==> src/gauge_seq_pkg.sv <==
// constants, register map and types for the gauge sequencer
package gauge_seq_pkg;
    // timebase
    localparam int unsigned CLK_HZ = 125_000_000;
    localparam int unsigned MS_PER_S = 1000;
    localparam int unsigned TICK_MS = 1;
    localparam int unsigned TICK_CYCLES = CLK_HZ / MS_PER_S * TICK_MS;
    // times in their own units
    localparam int unsigned QUAL_LOW_MS = 25;
    localparam int unsigned REARM_HIGH_MS = 105;
    localparam int unsigned WARMUP_S = 2;
    localparam int unsigned DEGAS_LIMIT_MIN = 15;
    localparam int unsigned UPDATE_FAST_MS = 500;
    localparam int unsigned UPDATE_SLOW_MS = 3000;
    localparam int unsigned SLOW_SAMPLES = UPDATE_SLOW_MS / UPDATE_FAST_MS;
    // counter widths
    localparam int unsigned TMR_W = 20;
    localparam int unsigned QUAL_W = 8;
    // counts of 1 ms ticks
    localparam logic [QUAL_W-1:0] QUAL_TICKS = QUAL_W'(QUAL_LOW_MS / TICK_MS);
    localparam logic [QUAL_W-1:0] REARM_TICKS =
        QUAL_W'(REARM_HIGH_MS / TICK_MS);
    localparam logic [TMR_W-1:0] WARM_TICKS =
        TMR_W'(WARMUP_S * MS_PER_S / TICK_MS);
    localparam logic [TMR_W-1:0] DEGAS_TICKS =
        TMR_W'(DEGAS_LIMIT_MIN * 60 * MS_PER_S / TICK_MS);
    localparam logic [TMR_W-1:0] UPDATE_TICKS =
        TMR_W'(UPDATE_FAST_MS / TICK_MS);
    localparam logic [2:0] SLOW_LAST = 3'(SLOW_SAMPLES - 1);
    // register port
    localparam int unsigned ADDR_W = 4;
    localparam logic [ADDR_W-1:0] REG_CTRL = 4'h0;
    localparam logic [ADDR_W-1:0] REG_STATUS = 4'h4;
    localparam logic [ADDR_W-1:0] REG_DISPLAY = 4'h8;
    localparam int unsigned CTRL_SLOW_BIT = 0;
    localparam int unsigned CTRL_OVERRIDE_BIT = 1;
    localparam int unsigned CTRL_RANGE_LSB = 2;
    localparam int unsigned STAT_TRIP_BIT = 4;
    localparam int unsigned DISP_EXP_LSB = 8;
    localparam int unsigned DISP_VALID_BIT = 16;
    // emission ranges: 0 = 0.1 mA, 1 = 1 mA, 2 = 10 mA
    localparam logic [1:0] RANGE_DEFAULT = 2'h1;
    localparam logic [1:0] RANGE_MAX = 2'h2;
    // pressure thresholds, mantissa m means m/10
    localparam logic signed [7:0] DEGAS_EXP = 8'shfb;
    localparam logic [6:0] DEGAS_MANT = 7'h32;
    localparam logic signed [7:0] TRIP_EXP_BASE = 8'shfd;
    typedef enum logic [1:0] {S_OFF, S_WARMUP, S_MEASURE, S_DEGAS}
        gauge_state_t;
    typedef enum logic [1:0] {Q_ARMED, Q_HELD, Q_REARM} qual_state_t;
endpackage

==> src/ion_gauge_degas_sequencer.sv <==
// gauge on/off, degas, overpressure and display pacing sequencer
`timescale 1ns/10ps
`default_nettype none
module ion_gauge_degas_sequencer
    import gauge_seq_pkg::*;
#(
    parameter int unsigned TICK_CYC = gauge_seq_pkg::TICK_CYCLES,
    parameter logic [gauge_seq_pkg::TMR_W-1:0] WARM_CNT =
        gauge_seq_pkg::WARM_TICKS,
    parameter logic [gauge_seq_pkg::TMR_W-1:0] DEGAS_CNT =
        gauge_seq_pkg::DEGAS_TICKS,
    parameter logic [gauge_seq_pkg::TMR_W-1:0] UPDATE_CNT =
        gauge_seq_pkg::UPDATE_TICKS,
    parameter logic [gauge_seq_pkg::QUAL_W-1:0] LOW_CNT =
        gauge_seq_pkg::QUAL_TICKS,
    parameter logic [gauge_seq_pkg::QUAL_W-1:0] HIGH_CNT =
        gauge_seq_pkg::REARM_TICKS
) (
    // clock and reset
    input wire logic i_sys_clk,
    input wire logic i_rst_b,
    // front panel presses, one cycle each
    input wire logic i_panel_left,
    input wire logic i_panel_right,
    input wire logic i_panel_degas,
    // remote inputs, active low
    input wire logic i_remote_fil1_b,
    input wire logic i_remote_fil2_b,
    input wire logic i_remote_degas_b,
    // measured pressure
    input wire logic i_press_valid,
    input wire logic [6:0] i_press_mant,
    input wire logic signed [7:0] i_press_exp,
    // register port
    input wire logic [gauge_seq_pkg::ADDR_W-1:0] i_reg_addr,
    input wire logic [31:0] i_reg_wdata,
    input wire logic i_reg_wr,
    input wire logic i_reg_rd,
    output logic [31:0] o_reg_rdata,
    // gauge drive
    output logic o_fil_green_en,
    output logic o_fil_brown_en,
    output logic o_electron_bombardment_cleaning_en,
    output logic o_degas_lamp,
    output logic o_fil_status,
    output logic [1:0] o_emis_range,
    // display
    output logic o_disp_valid,
    output logic [6:0] o_disp_mant,
    output logic signed [7:0] o_disp_exp
);
    // pressure below the degas enable level
    function automatic logic press_below(input logic [6:0] m,
                                         input logic signed [7:0] e);
        press_below = (e < DEGAS_EXP) || (e == DEGAS_EXP && m < DEGAS_MANT);
    endfunction

    // trip exponent, one decade below the range upper limit
    function automatic logic signed [7:0] trip_exp(input logic [1:0] r);
        trip_exp = TRIP_EXP_BASE - $signed({6'h00, r});
    endfunction

    // millisecond tick
    localparam int unsigned DIV_W = $clog2(TICK_CYC);
    logic [DIV_W-1:0] div_q, div_d;
    logic tick_q, tick_d;

    always_comb begin
        tick_d = 1'b0;
        div_d = div_q + DIV_W'(1);
        if (div_q == DIV_W'(TICK_CYC - 1)) begin
            div_d = '0;
            tick_d = 1'b1;
        end
    end

    always_ff @(posedge i_sys_clk or negedge i_rst_b) begin
        if (!i_rst_b) begin
            div_q <= '0;
            tick_q <= 1'b0;
        end else begin
            div_q <= div_d;
            tick_q <= tick_d;
        end
    end

    // remote inputs
    logic rem_fil1, rem_fil2, rem_degas;

    remote_qualifier #(.LOW_TICKS(LOW_CNT), .HIGH_TICKS(HIGH_CNT)) u_q_fil1 (
        .i_sys_clk(i_sys_clk),
        .i_rst_b(i_rst_b),
        .i_tick(tick_q),
        .i_remote_b(i_remote_fil1_b),
        .o_cmd(rem_fil1)
    );

    remote_qualifier #(.LOW_TICKS(LOW_CNT), .HIGH_TICKS(HIGH_CNT)) u_q_fil2 (
        .i_sys_clk(i_sys_clk),
        .i_rst_b(i_rst_b),
        .i_tick(tick_q),
        .i_remote_b(i_remote_fil2_b),
        .o_cmd(rem_fil2)
    );

    remote_qualifier #(.LOW_TICKS(LOW_CNT), .HIGH_TICKS(HIGH_CNT)) u_q_deg (
        .i_sys_clk(i_sys_clk),
        .i_rst_b(i_rst_b),
        .i_tick(tick_q),
        .i_remote_b(i_remote_degas_b),
        .o_cmd(rem_degas)
    );

    // control register
    logic slow_q, slow_d, override_q, override_d;
    logic [1:0] range_q, range_d;
    logic trip_q, trip_d;

    // gauge state
    gauge_state_t state_q, state_d;
    logic fil_q, fil_d;
    logic green_q, brown_q, degas_q, status_q;
    logic press_any, press_pos, degas_press, below, over;
    logic warm_load, warm_done, degas_load, degas_done;
    logic gauge_on;

    assign press_any = i_panel_left | i_panel_right
        | rem_fil1 | rem_fil2;
    assign press_pos = !(i_panel_left | rem_fil1);
    assign degas_press = i_panel_degas | rem_degas;
    assign below = i_press_valid && press_below(i_press_mant, i_press_exp);
    assign over = i_press_valid
        && (i_press_exp >= trip_exp(range_q));
    assign gauge_on = (state_q != S_OFF);

    always_comb begin
        state_d = state_q;
        fil_d = fil_q;
        warm_load = 1'b0;
        degas_load = 1'b0;
        case (state_q)
            S_OFF: begin
                if (press_any) begin
                    state_d = S_WARMUP;
                    fil_d = press_pos;
                    warm_load = 1'b1;
                end
            end
            default: begin
                if (over) begin
                    state_d = S_OFF;
                end else if (state_q == S_DEGAS && press_any) begin
                    state_d = S_MEASURE;
                end else if (state_q == S_DEGAS && degas_press) begin
                    state_d = S_MEASURE;
                end else if (state_q == S_DEGAS && degas_done
                             && !override_q) begin
                    state_d = S_MEASURE;
                end else if (press_any && press_pos == fil_q) begin
                    state_d = S_OFF;
                end else if (state_q == S_WARMUP && warm_done) begin
                    state_d = S_MEASURE;
                end else if (state_q == S_MEASURE && degas_press
                             && below) begin
                    state_d = S_DEGAS;
                    degas_load = 1'b1;
                end
            end
        endcase
    end

    always_ff @(posedge i_sys_clk or negedge i_rst_b) begin
        if (!i_rst_b) begin
            state_q <= S_OFF;
            fil_q <= 1'b0;
            green_q <= 1'b0;
            brown_q <= 1'b0;
            degas_q <= 1'b0;
            status_q <= 1'b0;
        end else begin
            state_q <= state_d;
            fil_q <= fil_d;
            green_q <= (state_d != S_OFF) && !fil_d;
            brown_q <= (state_d != S_OFF) && fil_d;
            degas_q <= (state_d == S_DEGAS);
            status_q <= (state_d != S_OFF);
        end
    end

    down_timer #(.W(TMR_W)) u_warm (
        .i_sys_clk(i_sys_clk),
        .i_rst_b(i_rst_b),
        .i_tick(tick_q),
        .i_load(warm_load),
        .i_stop(state_q != S_WARMUP),
        .i_count(WARM_CNT),
        .o_busy(),
        .o_done(warm_done)
    );

    down_timer #(.W(TMR_W)) u_degas (
        .i_sys_clk(i_sys_clk),
        .i_rst_b(i_rst_b),
        .i_tick(tick_q),
        .i_load(degas_load),
        .i_stop(state_q != S_DEGAS),
        .i_count(DEGAS_CNT),
        .o_busy(),
        .o_done(degas_done)
    );

    // display pacing and averaging
    logic pace_busy, pace_done, shown;
    logic disp_valid_q, disp_valid_d;
    logic [6:0] disp_mant_q, disp_mant_d;
    logic signed [7:0] disp_exp_q, disp_exp_d;
    logic [9:0] sum_q, sum_d;
    logic [2:0] nsamp_q, nsamp_d;
    logic [9:0] total;

    assign shown = (state_q == S_MEASURE) || (state_q == S_DEGAS);
    assign total = sum_q + {3'h0, i_press_mant};

    down_timer #(.W(TMR_W)) u_pace (
        .i_sys_clk(i_sys_clk),
        .i_rst_b(i_rst_b),
        .i_tick(tick_q),
        .i_load(!pace_busy),
        .i_stop(1'b0),
        .i_count(UPDATE_CNT),
        .o_busy(pace_busy),
        .o_done(pace_done)
    );

    always_comb begin
        disp_valid_d = disp_valid_q;
        disp_mant_d = disp_mant_q;
        disp_exp_d = disp_exp_q;
        sum_d = sum_q;
        nsamp_d = nsamp_q;
        if (!shown && state_d != S_MEASURE) begin
            disp_valid_d = 1'b0;
            sum_d = '0;
            nsamp_d = '0;
        end else if (!shown || (pace_done && !slow_q)) begin
            disp_valid_d = i_press_valid;
            disp_mant_d = i_press_mant;
            disp_exp_d = i_press_exp;
        end else if (pace_done && i_press_valid) begin
            if (nsamp_q >= SLOW_LAST) begin
                disp_valid_d = 1'b1;
                disp_mant_d = 7'(total / 10'(SLOW_SAMPLES));
                disp_exp_d = i_press_exp;
                sum_d = '0;
                nsamp_d = '0;
            end else begin
                sum_d = total;
                nsamp_d = nsamp_q + 3'h1;
            end
        end
    end

    always_ff @(posedge i_sys_clk or negedge i_rst_b) begin
        if (!i_rst_b) begin
            disp_valid_q <= 1'b0;
            disp_mant_q <= '0;
            disp_exp_q <= '0;
            sum_q <= '0;
            nsamp_q <= '0;
        end else begin
            disp_valid_q <= disp_valid_d;
            disp_mant_q <= disp_mant_d;
            disp_exp_q <= disp_exp_d;
            sum_q <= sum_d;
            nsamp_q <= nsamp_d;
        end
    end

    // register port
    logic [31:0] rdata_q, rdata_d;

    always_comb begin
        slow_d = slow_q;
        override_d = override_q;
        range_d = range_q;
        trip_d = trip_q;
        rdata_d = '0;
        if (i_reg_wr && i_reg_addr == REG_CTRL) begin
            slow_d = i_reg_wdata[CTRL_SLOW_BIT];
            override_d = i_reg_wdata[CTRL_OVERRIDE_BIT];
            range_d = i_reg_wdata[CTRL_RANGE_LSB +: 2];
            if (range_d > RANGE_MAX) begin
                range_d = RANGE_MAX;
            end
        end else if (i_reg_wr && i_reg_addr == REG_STATUS) begin
            if (i_reg_wdata[STAT_TRIP_BIT]) begin
                trip_d = 1'b0;
            end
        end
        if (gauge_on && over) begin
            trip_d = 1'b1;
        end
        if (i_reg_rd && i_reg_addr == REG_CTRL) begin
            rdata_d = {28'h0000000, range_q, override_q, slow_q};
        end else if (i_reg_rd && i_reg_addr == REG_STATUS) begin
            rdata_d = {26'h0000000, warm_done, trip_q, disp_valid_q,
                       degas_q, fil_q, gauge_on};
        end else if (i_reg_rd && i_reg_addr == REG_DISPLAY) begin
            rdata_d = {15'h0000, disp_valid_q, disp_exp_q, 1'b0, disp_mant_q};
        end
    end

    always_ff @(posedge i_sys_clk or negedge i_rst_b) begin
        if (!i_rst_b) begin
            slow_q <= 1'b0;
            override_q <= 1'b0;
            range_q <= RANGE_DEFAULT;
            trip_q <= 1'b0;
            rdata_q <= '0;
        end else begin
            slow_q <= slow_d;
            override_q <= override_d;
            range_q <= range_d;
            trip_q <= trip_d;
            rdata_q <= rdata_d;
        end
    end

    assign o_reg_rdata = rdata_q;
    assign o_fil_green_en = green_q;
    assign o_fil_brown_en = brown_q;
    assign o_electron_bombardment_cleaning_en = degas_q;
    assign o_degas_lamp = degas_q;
    assign o_fil_status = status_q;
    assign o_emis_range = range_q;
    assign o_disp_valid = disp_valid_q;
    assign o_disp_mant = disp_mant_q;
    assign o_disp_exp = disp_exp_q;

    chk_lamp_degas: assert property (
        @(posedge i_sys_clk) disable iff (!i_rst_b)
        o_degas_lamp == (state_q == S_DEGAS))
        else $error("degas lamp differs from degas state");

    chk_degas_entry: assert property (
        @(posedge i_sys_clk) disable iff (!i_rst_b)
        $rose(o_degas_lamp) |-> $past(state_q) == S_MEASURE && $past(below))
        else $error("degas started without gauge on and low pressure");

    chk_trip_off: assert property (
        @(posedge i_sys_clk) disable iff (!i_rst_b)
        gauge_on && over |=> state_q == S_OFF ##1 !o_fil_status)
        else $error("overpressure did not shut the gauge off");

    chk_status_off: assert property (
        @(posedge i_sys_clk) disable iff (!i_rst_b)
        state_q == S_OFF |-> !o_degas_lamp && !o_fil_status)
        else $error("status or degas active with gauge off");

    chk_warmup_blank: assert property (
        @(posedge i_sys_clk) disable iff (!i_rst_b)
        $rose(state_q == S_WARMUP) |=> !o_disp_valid [*8])
        else $error("display shown during warmup");

    chk_degas_timeout: assert property (
        @(posedge i_sys_clk) disable iff (!i_rst_b)
        state_q == S_DEGAS && degas_done && !override_q |=> !o_degas_lamp)
        else $error("degas kept past the timeout");

    chk_override_hold: assert property (
        @(posedge i_sys_clk) disable iff (!i_rst_b)
        state_q == S_DEGAS && degas_done && override_q && !over
            && !press_any && !degas_press |=> state_q == S_DEGAS)
        else $error("degas ended despite timer override");

    chk_press_in_degas: assert property (
        @(posedge i_sys_clk) disable iff (!i_rst_b)
        state_q == S_DEGAS && press_any && !over
            |=> state_q == S_MEASURE ##1 o_fil_status && !o_degas_lamp)
        else $error("gauge press in degas did not return to measure");

    chk_same_press_off: assert property (
        @(posedge i_sys_clk) disable iff (!i_rst_b)
        state_q inside {S_WARMUP, S_MEASURE} && press_any
            && press_pos == fil_q && !over |=> state_q == S_OFF)
        else $error("second press in same direction left gauge on");
endmodule
`default_nettype wire

==> src/down_timer.sv <==
// reloadable down counter on the 1 ms tick
`timescale 1ns/10ps
`default_nettype none
module down_timer #(
    parameter int unsigned W = 20
) (
    // clock and reset
    input wire logic i_sys_clk,
    input wire logic i_rst_b,
    // control
    input wire logic i_tick,
    input wire logic i_load,
    input wire logic i_stop,
    input wire logic [W-1:0] i_count,
    // status
    output logic o_busy,
    output logic o_done
);
    logic [W-1:0] cnt_q, cnt_d;
    logic busy_q, busy_d, done_q, done_d;

    always_comb begin
        cnt_d = cnt_q;
        busy_d = busy_q;
        done_d = 1'b0;
        if (i_load) begin
            cnt_d = i_count;
            busy_d = 1'b1;
        end else if (i_stop) begin
            busy_d = 1'b0;
        end else if (busy_q && i_tick) begin
            if (cnt_q <= W'(1)) begin
                busy_d = 1'b0;
                done_d = 1'b1;
            end
            cnt_d = cnt_q - W'(1);
        end
    end

    always_ff @(posedge i_sys_clk or negedge i_rst_b) begin
        if (!i_rst_b) begin
            cnt_q <= '0;
            busy_q <= 1'b0;
            done_q <= 1'b0;
        end else begin
            cnt_q <= cnt_d;
            busy_q <= busy_d;
            done_q <= done_d;
        end
    end

    assign o_busy = busy_q;
    assign o_done = done_q;
endmodule
`default_nettype wire

==> src/remote_qualifier.sv <==
// synchroniser and low/high qualifier for one remote input
`timescale 1ns/10ps
`default_nettype none
module remote_qualifier
    import gauge_seq_pkg::*;
#(
    parameter logic [gauge_seq_pkg::QUAL_W-1:0] LOW_TICKS =
        gauge_seq_pkg::QUAL_TICKS,
    parameter logic [gauge_seq_pkg::QUAL_W-1:0] HIGH_TICKS =
        gauge_seq_pkg::REARM_TICKS
) (
    // clock and reset
    input wire logic i_sys_clk,
    input wire logic i_rst_b,
    // timebase and pin
    input wire logic i_tick,
    input wire logic i_remote_b,
    // accepted command
    output logic o_cmd
);
    logic sync1_q, sync2_q;
    qual_state_t st_q, st_d;
    logic [QUAL_W-1:0] cnt_q, cnt_d;
    logic cmd_q, cmd_d;

    always_comb begin
        st_d = st_q;
        cnt_d = cnt_q;
        cmd_d = 1'b0;
        case (st_q)
            Q_ARMED: begin
                if (sync2_q) begin
                    cnt_d = '0;
                end else if (i_tick) begin
                    if (cnt_q == LOW_TICKS) begin
                        cmd_d = 1'b1;
                        st_d = Q_HELD;
                        cnt_d = '0;
                    end else begin
                        cnt_d = cnt_q + QUAL_W'(1);
                    end
                end
            end
            Q_HELD: begin
                if (sync2_q) begin
                    st_d = Q_REARM;
                    cnt_d = '0;
                end
            end
            default: begin
                if (!sync2_q) begin
                    st_d = Q_HELD;
                end else if (i_tick) begin
                    if (cnt_q == HIGH_TICKS) begin
                        st_d = Q_ARMED;
                        cnt_d = '0;
                    end else begin
                        cnt_d = cnt_q + QUAL_W'(1);
                    end
                end
            end
        endcase
    end

    always_ff @(posedge i_sys_clk or negedge i_rst_b) begin
        if (!i_rst_b) begin
            sync1_q <= 1'b1;
            sync2_q <= 1'b1;
            st_q <= Q_ARMED;
            cnt_q <= '0;
            cmd_q <= 1'b0;
        end else begin
            sync1_q <= i_remote_b;
            sync2_q <= sync1_q;
            st_q <= st_d;
            cnt_q <= cnt_d;
            cmd_q <= cmd_d;
        end
    end

    assign o_cmd = cmd_q;

    chk_cmd_after_low: assert property (
        @(posedge i_sys_clk) disable iff (!i_rst_b)
        $rose(cmd_q) |-> $past(st_q) == Q_ARMED && $past(cnt_q) == LOW_TICKS
            && !$past(sync2_q, 2))
        else $error("command taken without a qualified low");

    chk_no_rearm_early: assert property (
        @(posedge i_sys_clk) disable iff (!i_rst_b)
        cmd_q |-> st_q == Q_HELD ##1 (st_q != Q_ARMED) [*8])
        else $error("input rearmed without the high interval");
endmodule
`default_nettype wire

==> config.mk <==
export PLATFORM = sky130hd
export DESIGN_NAME = ion_gauge_degas_sequencer
export DESIGN_NICKNAME = d
export VERILOG_FILES = /design/src/gauge_seq_pkg.sv /design/src/ion_gauge_degas_sequencer.sv /design/src/down_timer.sv /design/src/remote_qualifier.sv
export SDC_FILE = /design/constraint.sdc
export NUM_CORES = 1
export LEC_CHECK = 0
export BUFFER_PORTS_ARGS = -buffer_cell sky130_fd_sc_hd__buf_4
export CAP_MARGIN = 5
export CORE_MARGIN = 8
export CORE_UTILIZATION = 30
export CTS_BUF_LIST = sky130_fd_sc_hd__clkbuf_8
export DETAILED_ROUTE_END_ITERATION = 10
export PLACE_DENSITY = 0.51
export SYNTH_ARGS = -nofsm -noshare
export SYNTH_HDL_FRONTEND = slang
export SYNTH_SLANG_ARGS = --single-unit
==> constraint.sdc <==
create_clock -name i_sys_clk -period 8.4 [get_ports i_sys_clk]
set_clock_uncertainty 0.15 [all_clocks]
set_input_delay 0 -clock i_sys_clk [delete_from_list [all_inputs] [get_ports i_sys_clk]]
set_output_delay 0 -clock i_sys_clk [all_outputs]
set_load 0.005 [all_outputs]
Word-level counts from Yosys, hierarchy flattened
Index checks and enable logic that the tools add are counted.

word-level totals
  bits in registers = 196
  output and inout port bits = 55

operators by class
  add/sub/neg operators = 10
  div/mod/pow operators = 1
  magnitude comparators = 8
  equal/unequal tests = 44
  multiplexer cells = 139
  bitwise logic cells = 6
  reduce and logical (&&, ||, !) cells = 76

operators by type and width
  cell                                                                                number
  8-bit two-way mux                                                                   24
  20-bit two-way mux                                                                  8
  17-bit two-way mux                                                                  4
  2-bit two-way mux                                                                   31
  20-bit by 1-bit less-or-equal comparator with 1-bit output (second input constant)  3
  20-bit by 1-bit subtractor with 20-bit output (second input constant)               3
  1-bit two-way mux                                                                   55
  8-bit one-hot mux with 2 select lines                                               3
  10-bit two-way mux                                                                  4
  2-bit nonzero test                                                                  15
  3-bit nonzero test                                                                  9
  1-bit logical AND                                                                   25
  8-bit by 1-bit adder with 8-bit output (second input constant)                      3
  8-bit by 5-bit == test with 1-bit output (second input constant)                    3
  8-bit by 7-bit == test with 1-bit output (second input constant)                    3
  2-bit inequality test (second input constant)                                       11
  7-bit two-way mux                                                                   3
  2-bit by 1-bit inequality test with 1-bit output (second input constant)            9
  3-bit inequality test (second input constant)                                       6
  6-bit AND reduction                                                                 3
  17-bit by 1-bit adder with 17-bit output (second input constant)                    1
  17-bit == test (second input constant)                                              1
  3-bit two-way mux                                                                   4
  2-bit one-hot mux with 2 select lines                                               3
  other kinds (24)                                                                    50

Logic depth before layout (Yosys ltp)
  depth in word-level cells = 17
  depth in mapped cells = 13

Hierarchy
From an unflattened synthesis, not the netlist that was laid out.

second synthesis, totals
  cells, all modules = 1151
  area total of the unflattened synthesis = 10725.3 um^2

modules (own cells, without submodules)
  module                            instances  cells an instance  area each (um^2)
  ion_gauge_degas_sequencer         1          483                4491.8
  down_timer                        3          142                1263.7
  remote_qualifier at u_q_fil1 ...  2          83                 843.3
  remote_qualifier at u_q_deg       1          76                 755.7

Worst setup path before layout
No wires, ideal clock.

  path kind = flip-flop to flip-flop
  start = reg sum_q[0]
  end = reg disp_mant_q[0] (netlist: o_disp_mant[0])
  arrival time = 3063 ps
  data required time = 8110 ps
  slack = 5047 ps
  stages on the path, launching flop included = 13
  clock period less this slack = 3353 ps
  cell sequence = dfrtp_1 ha_1 fa_1 a21oi_1 o2111ai_2 xor2_1 buf_2 a211o_1 a22o_1 o21a_1 a21o_2 a2111oi_0 a31oi_1

between the ends
  cells in the longest elaborated chain, start to end = 5

RTL lines
  item                                        line                              text
  start: declaration                          ion_gauge_degas_sequencer.sv:217  logic [9:0] sum_q, sum_d;
  start signal: assignment                    ion_gauge_degas_sequencer.sv:274  sum_q <= sum_d;
  10-bit by 7-bit adder with 10-bit output    ion_gauge_degas_sequencer.sv:222  assign total = sum_q + {3'h0, i_press_mant};
  10-bit by 3-bit divider with 10-bit output  ion_gauge_degas_sequencer.sv:252  disp_mant_d = 7'(total / 10'(SLOW_SAMPLES));
  7-bit two-way mux                           ion_gauge_degas_sequencer.sv:250  if (nsamp_q >= SLOW_LAST) begin
  7-bit two-way mux                           ion_gauge_degas_sequencer.sv:249  end else if (pace_done && i_press_valid) begin
  7-bit two-way mux                           ion_gauge_degas_sequencer.sv:245  end else if (!shown || (pace_done && !slow_q)) begin
  end signal: assignment                      ion_gauge_degas_sequencer.sv:272  disp_mant_q <= disp_mant_d;
  end: declaration                            ion_gauge_degas_sequencer.sv:215  logic [6:0] disp_mant_q, disp_mant_d;

Every way passes these cells. The select of a mux whose other input is x is not followed.
A chain may end at the register's enable or synchronous reset.

Final worst setup path
  start = reg sum_q[4]
  end = reg disp_mant_q[1] (netlist: o_disp_mant[1])

The elaborated chain is that of the path after synthesis.

==> results.yml <==
run_status:
  status: "completed"
setup_path:
  cp.required_ns: 8.59
  arrival_ns: 3.95
  path_class: "flop to flop"
  worstPathMaxFanout: 11
  critPathCaptureType: "flop"
  worst_setup_path_start_kind: "flop"
clock_network:
  cts_buffer_depth: 2
  cts_tree: "yes"
  clock-sinks: 180
  htree_num_levels: 4
  cts_root_buffer: "clkbuf_8"
  cts_buffers: 17
  clk_pin_slew_ns: 0.09
  cts_resized: 0
  clk_latency_ns: 0.46
cells_and_area:
  final_layout_size_suffix_gt1_share_pct: 13.51
  final_common_cell: "dfrtp_1"
  multiInputGateArea_um2: 4810
  areaGrowthSynthToFinish_pct: 18.32
  nets: 1202
  final_cell_mix: "dfrtp_1, nor2_1, nand2_1, buf_4, o21ai_0"
  fill_cells: 3183
  seqCellArea_um2: 4513
route:
  avgViaCountPerCell: 4.932
  drt_iter0_markers: 453
  drt-total-wl_mm: 22.30
  wl_per_cell_um: 14.59
  drc: 0
  antenna_left: 0
  dr.pass1.iters: 5
  routed-via-count: 7536
sta:
  fmaxAchievable_mhz: 265.9
  rsz0062_at_grt: "no"
  post-route-period-util_pct: 44.78
  period_minus_slack_ns: 3.761
  hold_slack_ns: 0.04927
  worstMarginPinSlew_ns: 1.056
  hold_viol: 0
  slew_violations: 0
  setup_viol: 0
  tns_ns: 0
  slew_headroom_pct: 29.44
logic_synthesis:
  synth_xor_area_share_pct: 6.764
  ys_types: 89
  syn_avg_cell_area_um2: 9.598
  synthArstFlopShare_pct: 100.0
  synthSimpleGateAreaFrac_pct: 21.69
  ys_top_cells_by_area: "dfrtp_1, nor2_1, xnor2_1"
  synthAdderAreaFrac_pct: 3.771
  synth_top_area_cell: "dfrtp_1"
  synthesis.area_um2: 9656
  synth_compound_area_share_pct: 15.58
  synth_edf_count: 0
  synth_top_family_by_area: "simple AND/OR/NAND/NOR gates"
  netlist.area_leader.share_pct: 44.84
  ys.warnings.count: 0
  ys_ff_latch: 180
  yosysSeqAreaShare_pct: 46.74
  synth_cells: 1006
  synth_flop_cell: "dfrtp_1"
  muxShareOfSynthArea_pct: 1.257
global_routing:
  grt_max_degree: 66
  grt_pass1_vias: 7440
  grt_overflow: 0
  grt_usage_pct: 11.92
  grt_pass1_wl_mm: 38.17
  antenna_found_initial: 1
die:
  coreArea_um2: 31640
  start_util_pct: 30.52
  std_cell_rows: 65
  ios: 117
  die_area_um2: 38180
  fp.dieH_um: 195.4
  die_x_um: 195.4
placement:
  dp_hpwl_mm: 15.55
  gp_congestion: 0.7741
  io_buffers: 73
power_and_ir_drop:
  power_density_nw_per_um2: 155.4
  power.leakage_nw: 4.868
  ir_drop_uv: 91.83
worst_hold_path:
  hold_path.class: "input pin to flop"
flow_run:
  cap_violations: 0
-- where the power goes --
group | leakage [nW] | internal [mW] | switching (mW)
clock network | 0.203 | 0.304 | 0.308
registers | 2.30 | 0.901 | 0.0401
logic | 2.37 | 0.100 | 0.122
-- metrics by stage --
stage / instance area [um^2] / power (mW) / setup slack (ns) / instances / util, %
CTS: 11420 / 1.807 / 4.631 / 1527 / 36.10
global placement: 10540 / 1.158 / 4.690 / 1450 / 33.31
floorplan: 9712 / 1.066 / 5.047 / 1021 / -
finish: 11420 / 1.775 / 4.639 / 1528 / 36.11
detailed placement: 10540 / 1.159 / 4.678 / 1450 / 33.31
global route: 11420 / 1.877 / 4.310 / 1528 / 36.11
-- critical path, stage by stage (launching register included) --
cell      delay [ns]
dfrtp_1         0.39
ha_1            0.44
o211ai_2        0.17
o211ai_2        0.28
nand4_1         0.22
xor2_1          0.79
nor2_1          0.12
o22ai_1         0.27
nand3_1         0.17
maj3_2          0.31
o32a_1          0.32
-- worst paths after layout --
| path | from | end | slack [ns] | depth (start not counted) |
|---|---|---|---|---|
| worst max-delay path | sum_q[4] | o_disp_mant[1] | 4.64 | 10 |
| worst min-delay path | i_remote_fil1_b | u_q_fil1.sync1_q | 0.05 | 2 |
| worst max register to register | sum_q[4] | o_disp_mant[1] | 4.64 | 10 |
| worst min register to register | u_q_deg.sync1_q | u_q_deg.sync2_q | 0.21 | 0 |
| max in group asynchronous | i_rst_b | o_disp_exp[2] | 6.84 | 4 |
| min in group asynchronous | i_rst_b | u_q_fil2.sync1_q | 0.53 | 3 |
-- what timing repair did --
item | CTS | global route
buffers inserted | 0 | 0
endpoints found under the hold margin | 122 | 0
hold buffers | 47 | 0
-- layout make-up --
| type | count | area share, % |
|---|---|---|
| multi-input cells | 761 | 42.10 |
| flip-flops and latches | 180 | 39.50 |
| repair buffers | 128 | 9.648 |
| well taps | 402 | 4.403 |
| clock buffers | 19 | 2.289 |
| clock inverters | 11 | 1.183 |
| inverters | 26 | 0.8542 |
| diodes | 1 | 0.02190 |
-- registers in the layout, summed over array words and instances, names as in the netlist, 2 cells and up --
signal,flops
u_q_deg.st_q,2
o_disp_mant,7
o_reg_rdata,16
u_q_fil1.cnt_q,8
u_q_fil2.st_q,2
u_pace.cnt_q,20
o_emis_range,2
sum_q,10
state_q,2
u_degas.cnt_q,20
u_q_fil1.st_q,2
u_warm.cnt_q,20
o_disp_exp,8
nsamp_q,3
div_q,17
u_q_fil2.cnt_q,8
u_q_deg.cnt_q,8
-- cells in the mapped netlist (7+ instances only) --
master / number
dfrtp_1: 173
nor2_1: 98
nand2_1: 93
o21ai_0: 67
xnor2_1: 40
nand3_1: 34
nor3_1: 33
a21oi_1: 31
xor2_1: 29
and2_1: 27
inv_1: 26
ha_1: 25
clkbuf_1: 22
and3_1: 20
buf_4: 20
nor4_1: 20
nand2b_1: 18
a22oi_1: 15
or3_1: 13
a31oi_1: 12
buf_2: 9
mux2_2: 9
nor2b_1: 9
o31ai_1: 9
o21a_1: 8
a211oi_1: 7
dfstp_2: 7
nand4_1: 7
-- per-layer routing --
| metal | track usage [%] | part of all wire (%) | vias to the layer above |
|---|---|---|---|
| li1 | - | - | 3783 |
| met1 | 16.86 | 52 | 3618 |
| met2 | 18.15 | 43 | 124 |
| met3 | 2.717 | 3.9 | 11 |
| met4 | 2.864 | 0.81 | 0 |
| met5 | 0 | 0 | - |
-- cells by family after synthesis --
family          after synthesis
mux                          11
simple gates                412
xor+xnor                     72
fa+ha+maj                    29
other cells                   1
flops                       180
buf+inv                      80
compound gates              221
Note: power is estimated with default switching activity, not from simulation.
